## src/inc/sweie_defines.svh

```systemverilog
// sweie_defines.svh: offsets, field layout, reset values and select codes
// assumes: included by the package and the design files by bare name
`ifndef SWEIE_DEFINES_SVH
`define SWEIE_DEFINES_SVH
`define SWEIE_NUM_INPUTS 24
`define SWEIE_INPUTS_PER_REG 12
`define SWEIE_GROUP_SIZE 4
`define SWEIE_NUM_GROUPS 6
`define SWEIE_REG_WIDTH 24
`define SWEIE_ADDR_WIDTH 6
`define SWEIE_FIELD_WIDTH 2
`define SWEIE_OFFSET_SELECT_LOW 6'h22
`define SWEIE_OFFSET_SELECT_HIGH 6'h23
`define SWEIE_RESET_SELECT 24'h000000
`define SWEIE_READ_UNMAPPED 24'h000000
`define SWEIE_SEL_NONE 2'h0
`define SWEIE_SEL_RISE 2'h1
`define SWEIE_SEL_FALL 2'h2
`define SWEIE_SEL_BOTH 2'h3
`endif

```

## src/inc/sweie_pkg.sv

```systemverilog
// sweie_pkg.sv: types shared by the switch edge interrupt enable block
// assumes: sweie_defines.svh on the include path
`include "sweie_defines.svh"
package sweie_pkg;
  typedef logic [`SWEIE_FIELD_WIDTH-1:0] sweie_select_type;

  // one register access from the serial interface decoder
  typedef struct packed {
    logic write;
    logic read;
    logic [`SWEIE_ADDR_WIDTH-1:0] addr;
    logic [`SWEIE_REG_WIDTH-1:0] wdata;
  } sweie_access_type;

  // read answer towards the serial interface shifter
  typedef struct packed {
    logic valid;
    logic [`SWEIE_REG_WIDTH-1:0] rdata;
  } sweie_answer_type;
endpackage

```

## src/rtl/sweie_core.sv

```systemverilog
// sweie_core.sv: comparator interrupt-select registers and per-input edge events
// assumes: the serial interface decoder presents one-cycle access strobes,
// comparator results and group thresholds come from the comparator front end
//
// Behaviour
// (RL1) select zero: no interrupt for that input at all
// (RL2) select one: interrupt only on rise above group threshold
// (RL3) select two: interrupt only on fall below group threshold
// (RL4) select three: interrupt on crossing in either direction
// (RL5) input 23 at bits 23:22 of high register, lower inputs below
// (RL6) input 19 at bits 15:14 of high register, group 16 to 19
// (RL7) input 6 at bits 13:12 of low register, input 0 at 1:0
// (RL8) inputs 0-3 use group zero threshold, 4-7 group one
// (RL9) high register at offset 23h, reset to zero
// (RL10) every field read/write; a write affects only its own input
// (RL11) low register at offset 22h, reset zero, inputs 0 to 11
// (RL12) input 12 at bits 1:0 of high register
// (RL13) edge is a change between two consecutive samples of one input
`timescale 1ns/1ps
`include "sweie_defines.svh"
module sweie_core
  import sweie_pkg::*;
(
  input wire logic clock,
  input wire logic resetn,
  input sweie_access_type access,
  input wire logic [`SWEIE_NUM_INPUTS-1:0] comp_result,
  input wire logic [`SWEIE_NUM_INPUTS-1:0] sample_valid,
  output sweie_answer_type answer,
  output logic [`SWEIE_NUM_INPUTS-1:0] edge_event,
  output logic [`SWEIE_NUM_INPUTS-1:0] rise_event,
  output logic [`SWEIE_NUM_INPUTS-1:0] fall_event,
  output logic irq_pending
);

  // ==========================================================
  // reset release
  logic reset_meta_n;
  logic reset_sync_n;

  always_ff @(posedge clock or negedge resetn) begin
    if (!resetn) begin
      reset_meta_n <= 1'b0;
      reset_sync_n <= 1'b0;
    end else begin
      reset_meta_n <= 1'b1;
      reset_sync_n <= reset_meta_n;
    end
  end

  // ==========================================================
  // interrupt-select registers
  logic [`SWEIE_REG_WIDTH-1:0] comparator_irq_select_low;
  logic [`SWEIE_REG_WIDTH-1:0] comparator_irq_select_high;
  logic write_low;
  logic write_high;

  assign write_low = access.write && (access.addr == `SWEIE_OFFSET_SELECT_LOW); // RL11
  assign write_high = access.write && (access.addr == `SWEIE_OFFSET_SELECT_HIGH); // RL9

  // whole-word write; each field only steers its own input below
  always_ff @(posedge clock or negedge reset_sync_n) begin
    if (!reset_sync_n) begin
      comparator_irq_select_low <= `SWEIE_RESET_SELECT; // RL11
    end else if (write_low) begin
      comparator_irq_select_low <= access.wdata; // RL10
    end
  end

  always_ff @(posedge clock or negedge reset_sync_n) begin
    if (!reset_sync_n) begin
      comparator_irq_select_high <= `SWEIE_RESET_SELECT; // RL9
    end else if (write_high) begin
      comparator_irq_select_high <= access.wdata; // RL10
    end
  end

  // ==========================================================
  // read answer, one cycle after the read strobe
  always_ff @(posedge clock or negedge reset_sync_n) begin
    if (!reset_sync_n) begin
      answer <= '0;
    end else begin
      answer.valid <= access.read;
      if (!access.read) begin
        answer.rdata <= `SWEIE_READ_UNMAPPED;
      end else if (access.addr == `SWEIE_OFFSET_SELECT_LOW) begin
        answer.rdata <= comparator_irq_select_low; // RL10
      end else if (access.addr == `SWEIE_OFFSET_SELECT_HIGH) begin
        answer.rdata <= comparator_irq_select_high; // RL10
      end else begin
        answer.rdata <= `SWEIE_READ_UNMAPPED;
      end
    end
  end

  // ==========================================================
  // per-input edge detection and select decode
  logic [`SWEIE_NUM_INPUTS-1:0] last_sample;
  logic [`SWEIE_NUM_INPUTS-1:0] have_sample;
  logic [`SWEIE_NUM_INPUTS-1:0] next_edge;
  logic [`SWEIE_NUM_INPUTS-1:0] next_rise;
  logic [`SWEIE_NUM_INPUTS-1:0] next_fall;
  sweie_select_type select [`SWEIE_NUM_INPUTS];

  genvar i;
  generate
    for (i = 0; i < `SWEIE_NUM_INPUTS; i++) begin : g_input
      logic rose;
      logic fell;
      // comp_result[i] is already compared against group i/4 threshold
      if (i < `SWEIE_INPUTS_PER_REG) begin : g_low
        assign select[i] = comparator_irq_select_low[2*i+1:2*i]; // RL7 RL8
      end else begin : g_high
        assign select[i] =
          comparator_irq_select_high[2*(i-`SWEIE_INPUTS_PER_REG)+1:
                                     2*(i-`SWEIE_INPUTS_PER_REG)]; // RL5 RL6 RL12
      end

      // first sample after reset only primes the history, no false edge
      assign rose = sample_valid[i] && have_sample[i] && comp_result[i] && !last_sample[i]; // RL13
      assign fell = sample_valid[i] && have_sample[i] && !comp_result[i] && last_sample[i]; // RL13

      always_comb begin
        next_rise[i] = 1'b0;
        next_fall[i] = 1'b0;
        unique case (select[i])
          `SWEIE_SEL_NONE: next_rise[i] = 1'b0; // RL1
          `SWEIE_SEL_RISE: next_rise[i] = rose; // RL2
          `SWEIE_SEL_FALL: next_fall[i] = fell; // RL3
          `SWEIE_SEL_BOTH: begin
            next_rise[i] = rose; // RL4
            next_fall[i] = fell; // RL4
          end
        endcase
        next_edge[i] = next_rise[i] | next_fall[i];
      end

      always_ff @(posedge clock or negedge reset_sync_n) begin
        if (!reset_sync_n) begin
          last_sample[i] <= 1'b0;
          have_sample[i] <= 1'b0;
        end else if (sample_valid[i]) begin
          last_sample[i] <= comp_result[i];
          have_sample[i] <= 1'b1;
        end
      end

      // ==========================================================
      // per-input checks
      // every input carries the same checks, so a slip in one field shows up

      a_gen_none: assert property (@(posedge clock) disable iff (!reset_sync_n)
        (select[i] == `SWEIE_SEL_NONE) |=> !edge_event[i]) // RL1
        else $error("event on an input whose select is none");

      a_gen_rise_hit: assert property (@(posedge clock) disable iff (!reset_sync_n)
        (select[i] == `SWEIE_SEL_RISE && rose) |=> rise_event[i]) // RL2
        else $error("rise missed with rise select");

      a_gen_rise_only: assert property (@(posedge clock) disable iff (!reset_sync_n)
        (select[i] == `SWEIE_SEL_RISE) |=> !fall_event[i]) // RL2
        else $error("fall event with rise select");

      a_gen_fall_hit: assert property (@(posedge clock) disable iff (!reset_sync_n)
        (select[i] == `SWEIE_SEL_FALL && fell) |=> fall_event[i]) // RL3
        else $error("fall missed with fall select");

      a_gen_fall_only: assert property (@(posedge clock) disable iff (!reset_sync_n)
        (select[i] == `SWEIE_SEL_FALL) |=> !rise_event[i]) // RL3
        else $error("rise event with fall select");

      a_gen_both_rise: assert property (@(posedge clock) disable iff (!reset_sync_n)
        (select[i] == `SWEIE_SEL_BOTH && rose) |=> rise_event[i]) // RL4
        else $error("rise missed with both select");

      a_gen_both_fall: assert property (@(posedge clock) disable iff (!reset_sync_n)
        (select[i] == `SWEIE_SEL_BOTH && fell) |=> fall_event[i]) // RL4
        else $error("fall missed with both select");

      // judged on the raw inputs, not on rose and fell, so the detector is checked too
      a_gen_no_false: assert property (@(posedge clock) disable iff (!reset_sync_n)
        !(sample_valid[i] && have_sample[i] && (comp_result[i] != last_sample[i]))
        |=> !edge_event[i]) // RL13
        else $error("event without a change between samples");

      a_gen_one_way: assert property (@(posedge clock) disable iff (!reset_sync_n)
        !(rise_event[i] && fall_event[i])) // RL13
        else $error("rise and fall in one cycle");

      a_gen_history: assert property (@(posedge clock) disable iff (!reset_sync_n)
        sample_valid[i] |=> last_sample[i] == $past(comp_result[i])) // RL13
        else $error("sample history not updated");

      if (i < `SWEIE_INPUTS_PER_REG) begin : g_low_check
        a_gen_low_field: assert property (@(posedge clock) disable iff (!reset_sync_n)
          write_low |=> select[i] == $past(access.wdata[2*i+1:2*i])) // RL7
          else $error("low register field lands on wrong input");
      end else begin : g_high_check
        a_gen_high_field: assert property (@(posedge clock) disable iff (!reset_sync_n)
          write_high |=> select[i] == $past(access.wdata[2*(i-`SWEIE_INPUTS_PER_REG)+1:
                                                         2*(i-`SWEIE_INPUTS_PER_REG)]))
          // RL5
          else $error("high register field lands on wrong input");
      end
    end
  endgenerate

  always_ff @(posedge clock or negedge reset_sync_n) begin
    if (!reset_sync_n) begin
      edge_event <= '0;
      rise_event <= '0;
      fall_event <= '0;
      irq_pending <= 1'b0;
    end else begin
      edge_event <= next_edge;
      rise_event <= next_rise;
      fall_event <= next_fall;
      irq_pending <= |next_edge;
    end
  end

  // ==========================================================
  // checks
  a_none_silent: assert property (@(posedge clock) disable iff (!reset_sync_n)
    (select[0] == `SWEIE_SEL_NONE) |=> !edge_event[0]) // RL1
    else $error("input 0 event while select is none");
  a_rise_only: assert property (@(posedge clock) disable iff (!reset_sync_n)
    (select[5] == `SWEIE_SEL_RISE && sample_valid[5] && have_sample[5]
     && comp_result[5] && !last_sample[5]) |=> rise_event[5] && !fall_event[5]) // RL2
    else $error("input 5 rise missed");
  a_fall_only: assert property (@(posedge clock) disable iff (!reset_sync_n)
    (select[19] == `SWEIE_SEL_FALL) |=> !rise_event[19]) // RL3
    else $error("input 19 rise with fall select");
  a_both_edges: assert property (@(posedge clock) disable iff (!reset_sync_n)
    (select[23] == `SWEIE_SEL_BOTH && sample_valid[23] && have_sample[23]
     && (comp_result[23] != last_sample[23])) |=> edge_event[23]) // RL4
    else $error("input 23 crossing missed");
  a_high_layout: assert property (@(posedge clock) disable iff (!reset_sync_n)
    write_high |=> select[23] == $past(access.wdata[23:22])
    && select[19] == $past(access.wdata[15:14])
    && select[12] == $past(access.wdata[1:0])) // RL5
    else $error("high register field layout wrong");
  a_low_layout: assert property (@(posedge clock) disable iff (!reset_sync_n)
    write_low |=> select[6] == $past(access.wdata[13:12])
    && select[0] == $past(access.wdata[1:0])) // RL7
    else $error("low register field layout wrong");
  a_write_isolated: assert property (@(posedge clock) disable iff (!reset_sync_n)
    write_high |=> $stable(comparator_irq_select_low)) // RL10
    else $error("high write disturbed low register");
  a_read_back: assert property (@(posedge clock) disable iff (!reset_sync_n)
    (access.read && access.addr == `SWEIE_OFFSET_SELECT_HIGH && !write_high)
    |=> answer.valid && answer.rdata == comparator_irq_select_high) // RL9
    else $error("high register read back wrong");
  a_no_event_idle: assert property (@(posedge clock) disable iff (!reset_sync_n)
    !sample_valid[12] |=> !edge_event[12]) // RL13
    else $error("event without a new sample");

  a_low_isolated: assert property (@(posedge clock) disable iff (!reset_sync_n)
    write_low |=> $stable(comparator_irq_select_high)) // RL10
    else $error("low write disturbed high register");

  a_read_low: assert property (@(posedge clock) disable iff (!reset_sync_n)
    (access.read && access.addr == `SWEIE_OFFSET_SELECT_LOW && !write_low)
    |=> answer.valid && answer.rdata == comparator_irq_select_low) // RL11
    else $error("low register read back wrong");

  // unmapped reads still answer, so the host never waits on a missing reply
  a_read_unmapped: assert property (@(posedge clock) disable iff (!reset_sync_n)
    (access.read && access.addr != `SWEIE_OFFSET_SELECT_LOW
     && access.addr != `SWEIE_OFFSET_SELECT_HIGH)
    |=> answer.valid && answer.rdata == `SWEIE_READ_UNMAPPED) // RL10
    else $error("unmapped read answer wrong");

  a_answer_idle: assert property (@(posedge clock) disable iff (!reset_sync_n)
    !access.read |=> !answer.valid && answer.rdata == `SWEIE_READ_UNMAPPED) // RL10
    else $error("answer without a read");

  a_irq_follows: assert property (@(posedge clock) disable iff (!reset_sync_n)
    (|edge_event) |-> irq_pending) // RL4
    else $error("edge event without pending interrupt");

endmodule

```

## config.mk

```make
export PLATFORM = sky130hd
export DESIGN_NAME = sweie_core
export DESIGN_NICKNAME = d
export VERILOG_FILES = /design/src/inc/sweie_pkg.sv /design/src/rtl/sweie_core.sv
export VERILOG_INCLUDE_DIRS = /design/src /design/src/inc
export SDC_FILE = /design/constraint.sdc
export NUM_CORES = 1
export LEC_CHECK = 0
export BUFFER_PORTS_ARGS = -buffer_cell sky130_fd_sc_hd__buf_2
export CORE_MARGIN = 2
export CORE_UTILIZATION = 53
export CTS_CLUSTER_DIAMETER = 80
export DETAILED_ROUTE_END_ITERATION = 12
export PLACE_DENSITY_LB_ADDON = 0.08
export SYNTH_ARGS = -nofsm -noshare
export SYNTH_HDL_FRONTEND = slang
export SYNTH_SLANG_ARGS = --single-unit
```

## constraint.sdc

```tcl
create_clock -name clock -period 7.8 [get_ports clock]
set_input_delay 0.39 -clock clock [delete_from_list [all_inputs] [get_ports clock]]
set_output_delay 0.39 -clock clock [all_outputs]
set_load 0.02 [all_outputs]
```

# Yosys cells after proc, flatten, opt, wreduce, memory -nomap -nowiden
# Cells that the tools add are included.
dict set report totals {
  reg_bits 196
  romBits 0
  wordCells 426
  mem_count 0
  output_inout_bits 98
  latch_bits 0
  ram_bits 0
}
dict set report classes {
  shifts 0
  n_eq_ne 74
  div 0
  order_cmp 0
  reduce_logical 219
  multipliers 0
  add_sub_neg 0
  n_mux 51
  bitwise_logic 24
}
# cell count
set op_table {}
lappend op_table {{$logic_and 1x1->1} 122}
lappend op_table {{$eq 2x2->1 const B} 48}
lappend op_table {{$reduce_or 2->1} 48}
lappend op_table {{$mux 24} 3}
lappend op_table {{$eq 2x1->1 const B} 24}
lappend op_table {{$logic_not 1->1} 48}
lappend op_table {{$mux 1} 48}
lappend op_table {{$or 1x1->1} 24}
lappend op_table {{$reduce_or 24->1} 1}
lappend op_table {{$eq 6x6->1 const B} 2}

# Longest topological paths before layout
dict set report depth {
  depth_word 6
  mapped_depth 7
  mapped_depth_nobuf 5
}

# Worst setup path before layout
# Ideal clock, no wire load.
dict set report synth_path {
  path_type {input-to-reg}
  startpoint {in access[28] (netlist name)}
  endpoint {reg comparator_irq_select_low[10]}
  t_arrival_ns 1.610
  path_slack_ns 6.065
  n_path_buf 2
  stages 7
  t_required_ns 7.675
  path_cell_list {nor4b_2 nand2_1 nor2_4 and2_1 buf_6 buf_12 mux2_4}
}
dict set report synth_between {
  elab_chain_cells 2
}
# element line_no
set synth_rtl {}
lappend synth_rtl {{start: declaration} sweie_core.sv:26} ;# input sweie_access_type access,
lappend synth_rtl {{$eq 6x6->1 (no source line)} --}
lappend synth_rtl {{$logic_and 1x1->1} sweie_core.sv:58} ;# assign write_low = access.write && (access.addr == `SWEIE_OFFSET_SELECT_LOW);
lappend synth_rtl {{end signal: assignment} sweie_core.sv:64} ;# comparator_irq_select_low <= `SWEIE_RESET_SELECT;
lappend synth_rtl {{end signal: assignment} sweie_core.sv:66} ;# comparator_irq_select_low <= access.wdata;
lappend synth_rtl {{end: declaration} sweie_core.sv:53} ;# logic [`SWEIE_REG_WIDTH-1:0] comparator_irq_select_low;
# Every way passes these cells.
# A chain may end at the register's enable or synchronous reset.

# Final worst setup path
dict set report layout_path {
  startpoint {in access[28] (netlist name)}
  endpoint {reg comparator_irq_select_high[13]}
}
dict set report layout_between {
  elab_chain_cells 2
}
# element line_no
set layout_rtl {}
lappend layout_rtl {{$eq 6x6->1 (no source line)} --}
lappend layout_rtl {{$logic_and 1x1->1} sweie_core.sv:59} ;# assign write_high = access.write && (access.addr == `SWEIE_OFFSET_SELECT_HIGH);
lappend layout_rtl {{end signal: assignment} sweie_core.sv:72} ;# comparator_irq_select_high <= `SWEIE_RESET_SELECT;
lappend layout_rtl {{end signal: assignment} sweie_core.sv:74} ;# comparator_irq_select_high <= access.wdata;
lappend layout_rtl {{end: declaration} sweie_core.sv:54} ;# logic [`SWEIE_REG_WIDTH-1:0] comparator_irq_select_high;
# Every way passes these cells.

==> run summary <==
First-pass DRT Iterations - 4
Synth area leader - dfrtp_1
Post-synth EDFFs - 0
CTS tree - done
Cell count after placement - 856
GRT Residual Overflow - 0
DR vias - 4581
PortBufs - 179
DRC Markers - 0
Via/cell ratio - 5.16
H-tree depth - 4
FF+latch count, synth - 196
# nets final - 782
Die W - 121 um
HPWL Detailed - 10800 um
Final WS setup - 5.40 ns
Clk_lat worst skew - 0.42 ns
Crit path kind - input port to register
Vias in the first global route - 4693
Area Overhead vs Synth - 22.6%
Synth cell count leaders - 196 x dfrtp_1, 48 x nand3b_1, 48 x nor2_1
Prevailing post-synth register cell - dfrtp_1
Top cells by area, synth - dfrtp_1 67%, mux2_4 8.2%, mux2_2 4.9%
First-pass GRT wire length - 24000 um
PD cells - 247 nW/um2
R2r setup slk - 5.95 ns
Die Y - 121 um
CP startpoint kind - input port
Setup WS pre-CTS - 4.94 ns
Post-Layout Cell Count - 888
Ys async rst share - 100%
Die area - 14800 um2
Io pins - 180
Clock-pin slew on the worst setup and hold paths - 0.06 ns
Hold Slack - 0.191 ns
Pin count of the biggest net entering global routing - 83
Worst Skew - 0.00953 ns
Initial DRC count - 267
# Max-Cap Violations - 0
Final wirelength - 15100 um
Endpoints failing setup - 0
Register area - 4910 um2
Final worst-path cycle share - 30.7%
Max-slew headroom - 24.6%
RePlAce Congestion - 0.803
Avg Cell Area, Syn - 14.3 um2
Number of clock sinks - 196
Max IR drop VDD - 0.152 mV
Unrepaired setup endpoints after global routing - false
WL/cell - 17.0 um
Most frequent cell after synthesis - dfrtp_1
CTS max path bufs - 2
Leak - 4.52 nW
Mapped Area - 7310 um2
Synth Net Count - 593
Worst EP required - 8.10 ns
CP Data Arrival Time - 2.70 ns
Synth unique cells - 24
Share of layout cells above drive strength 1 - 43.6%
Worst-Margin Slew - 1.13 ns
Crit end category - register
Fin crit period - 2.40 ns
Peak Freq - 417 MHz
Root Buffer - clkbuf_16
Initial antenna violation count - 0
Row Count - 42
Min-Delay Path Class - input port to register
Antenna viol nets, final - 0
Yosys warns - 0
Core area - 13300 um2
Number of buffers created by CTS - 17
Worst-path maximum fanout - 25
Initial Utilization - 54.8%
Setup TNS - 0 ns
Register area share after synthesis - 67.1%
Area fraction of the dominant cell type after synthesis - 67.1%
Global Route Usage Sum - 21.7%
Pins Over Slew Limit - 0
Filler cells - 1020
Area taken by multi-input logic gates - 2300 um2
Syn Inst Count - 511
Final hold vios - 0
Status - complete, no violations
Post-CTS Setup Bufs - 0
[kinds of logic after synthesis]
group | share of synthesized area [%]
AO/OA/AOI/OAI | 4.11
buffers and inverters | 1.49
flip-flops | 67.1
multiplexers | 13.1
other | 0.0513
AND/OR/NAND/NOR | 14.2
[worst paths after layout]
check	from	to	cells past startpoint
min	sample_valid[17]	have_sample[17]	2
min reg2reg	reset_meta_n	reset_sync_n	0
min in group asynchronous	resetn	reset_meta_n	2
max	access[28]	comparator_irq_select_high[13]	5
max reg2reg	reset_sync_n	have_sample[0]	1
max in group asynchronous	reset_sync_n	have_sample[0]	1
[cells in the final DEF (no fill, tap or decap), drive strengths merged]
cell type / count
clkinv: 3
bufinv: 4
nor4b: 1
nor4: 6
conb: 1
dfrtp: 196
clkinvlp: 2
a22oi: 24
diode: 1
nand3: 1
nand3b: 48
or2: 24
nor2: 49
a21oi: 24
and2: 1
and4: 1
mux2: 72
clkbuf: 21
nand2: 26
buf: 181
and3: 1
nor2b: 24
dlygate4sd3: 1
[sequential cells by signal, summed over array words and instances (netlist names)]
name                        cells
rise_event                     24
irq_pending                     1
reset_sync_n                    1
reset_meta_n                    1
answer                         25
edge_event                     24
fall_event                     24
comparator_irq_select_high     24
last_sample                    24
comparator_irq_select_low      24
have_sample                    24
[stage by stage]
step | util, % | power (mW) | area [um2]
after floorplan | - | 1.25 | 7310
after global placement | 62.5 | 1.33 | 8340
after detailed placement | 62.5 | 1.33 | 8340
after CTS | 67.2 | 2.23 | 8970
after global routing | 67.2 | 2.30 | 8970
final | 67.2 | 2.21 | 8970
[layer usage]
metal,up-vias,wire length [um],part of all wire [%],GRT usage (%)
li1,2132,-,-,-
met1,2289,6430,43,28.9
met2,146,7290,48,34.0
met3,14,1180,7.8,6.81
met4,0,209,1.4,7.18
met5,-,0,0,0
[report_power, final]
part	switching, mW	leakage [nW]	internal, mW
clock	0.350	0.295	0.550
combinational	0.0905	1.72	0.0958
sequential	0.0508	2.51	1.08
total	0.491	4.52	1.72
[cell type report]
| cell class | count | share of cell area (%) |
|---|---|---|
| Sequential cell | 196 | 54.7 |
| Tap cell | 176 | 2.46 |
| Clock buffer | 21 | 5.13 |
| Antenna cell | 1 | 0.0279 |
| Clock inverter | 9 | 1.72 |
| Multi-Input combinational cell | 303 | 25.7 |
| Timing Repair Buffer | 182 | 10.3 |
[worst max-delay path, stage by stage]
cell and delay, ns:
buf_2 0.10, nor4b_2 0.28, and3_1 0.95, nand2_4 0.50
mux2_4 0.45
[timing repair]
| item | CTS | global route |
|---|---|---|
| resized for setup | 0 | 0 |
| endpoints found under the hold margin | 2 | 0 |
| hold buffers | 1 | 0 |
(Power assumes the default switching activity.)
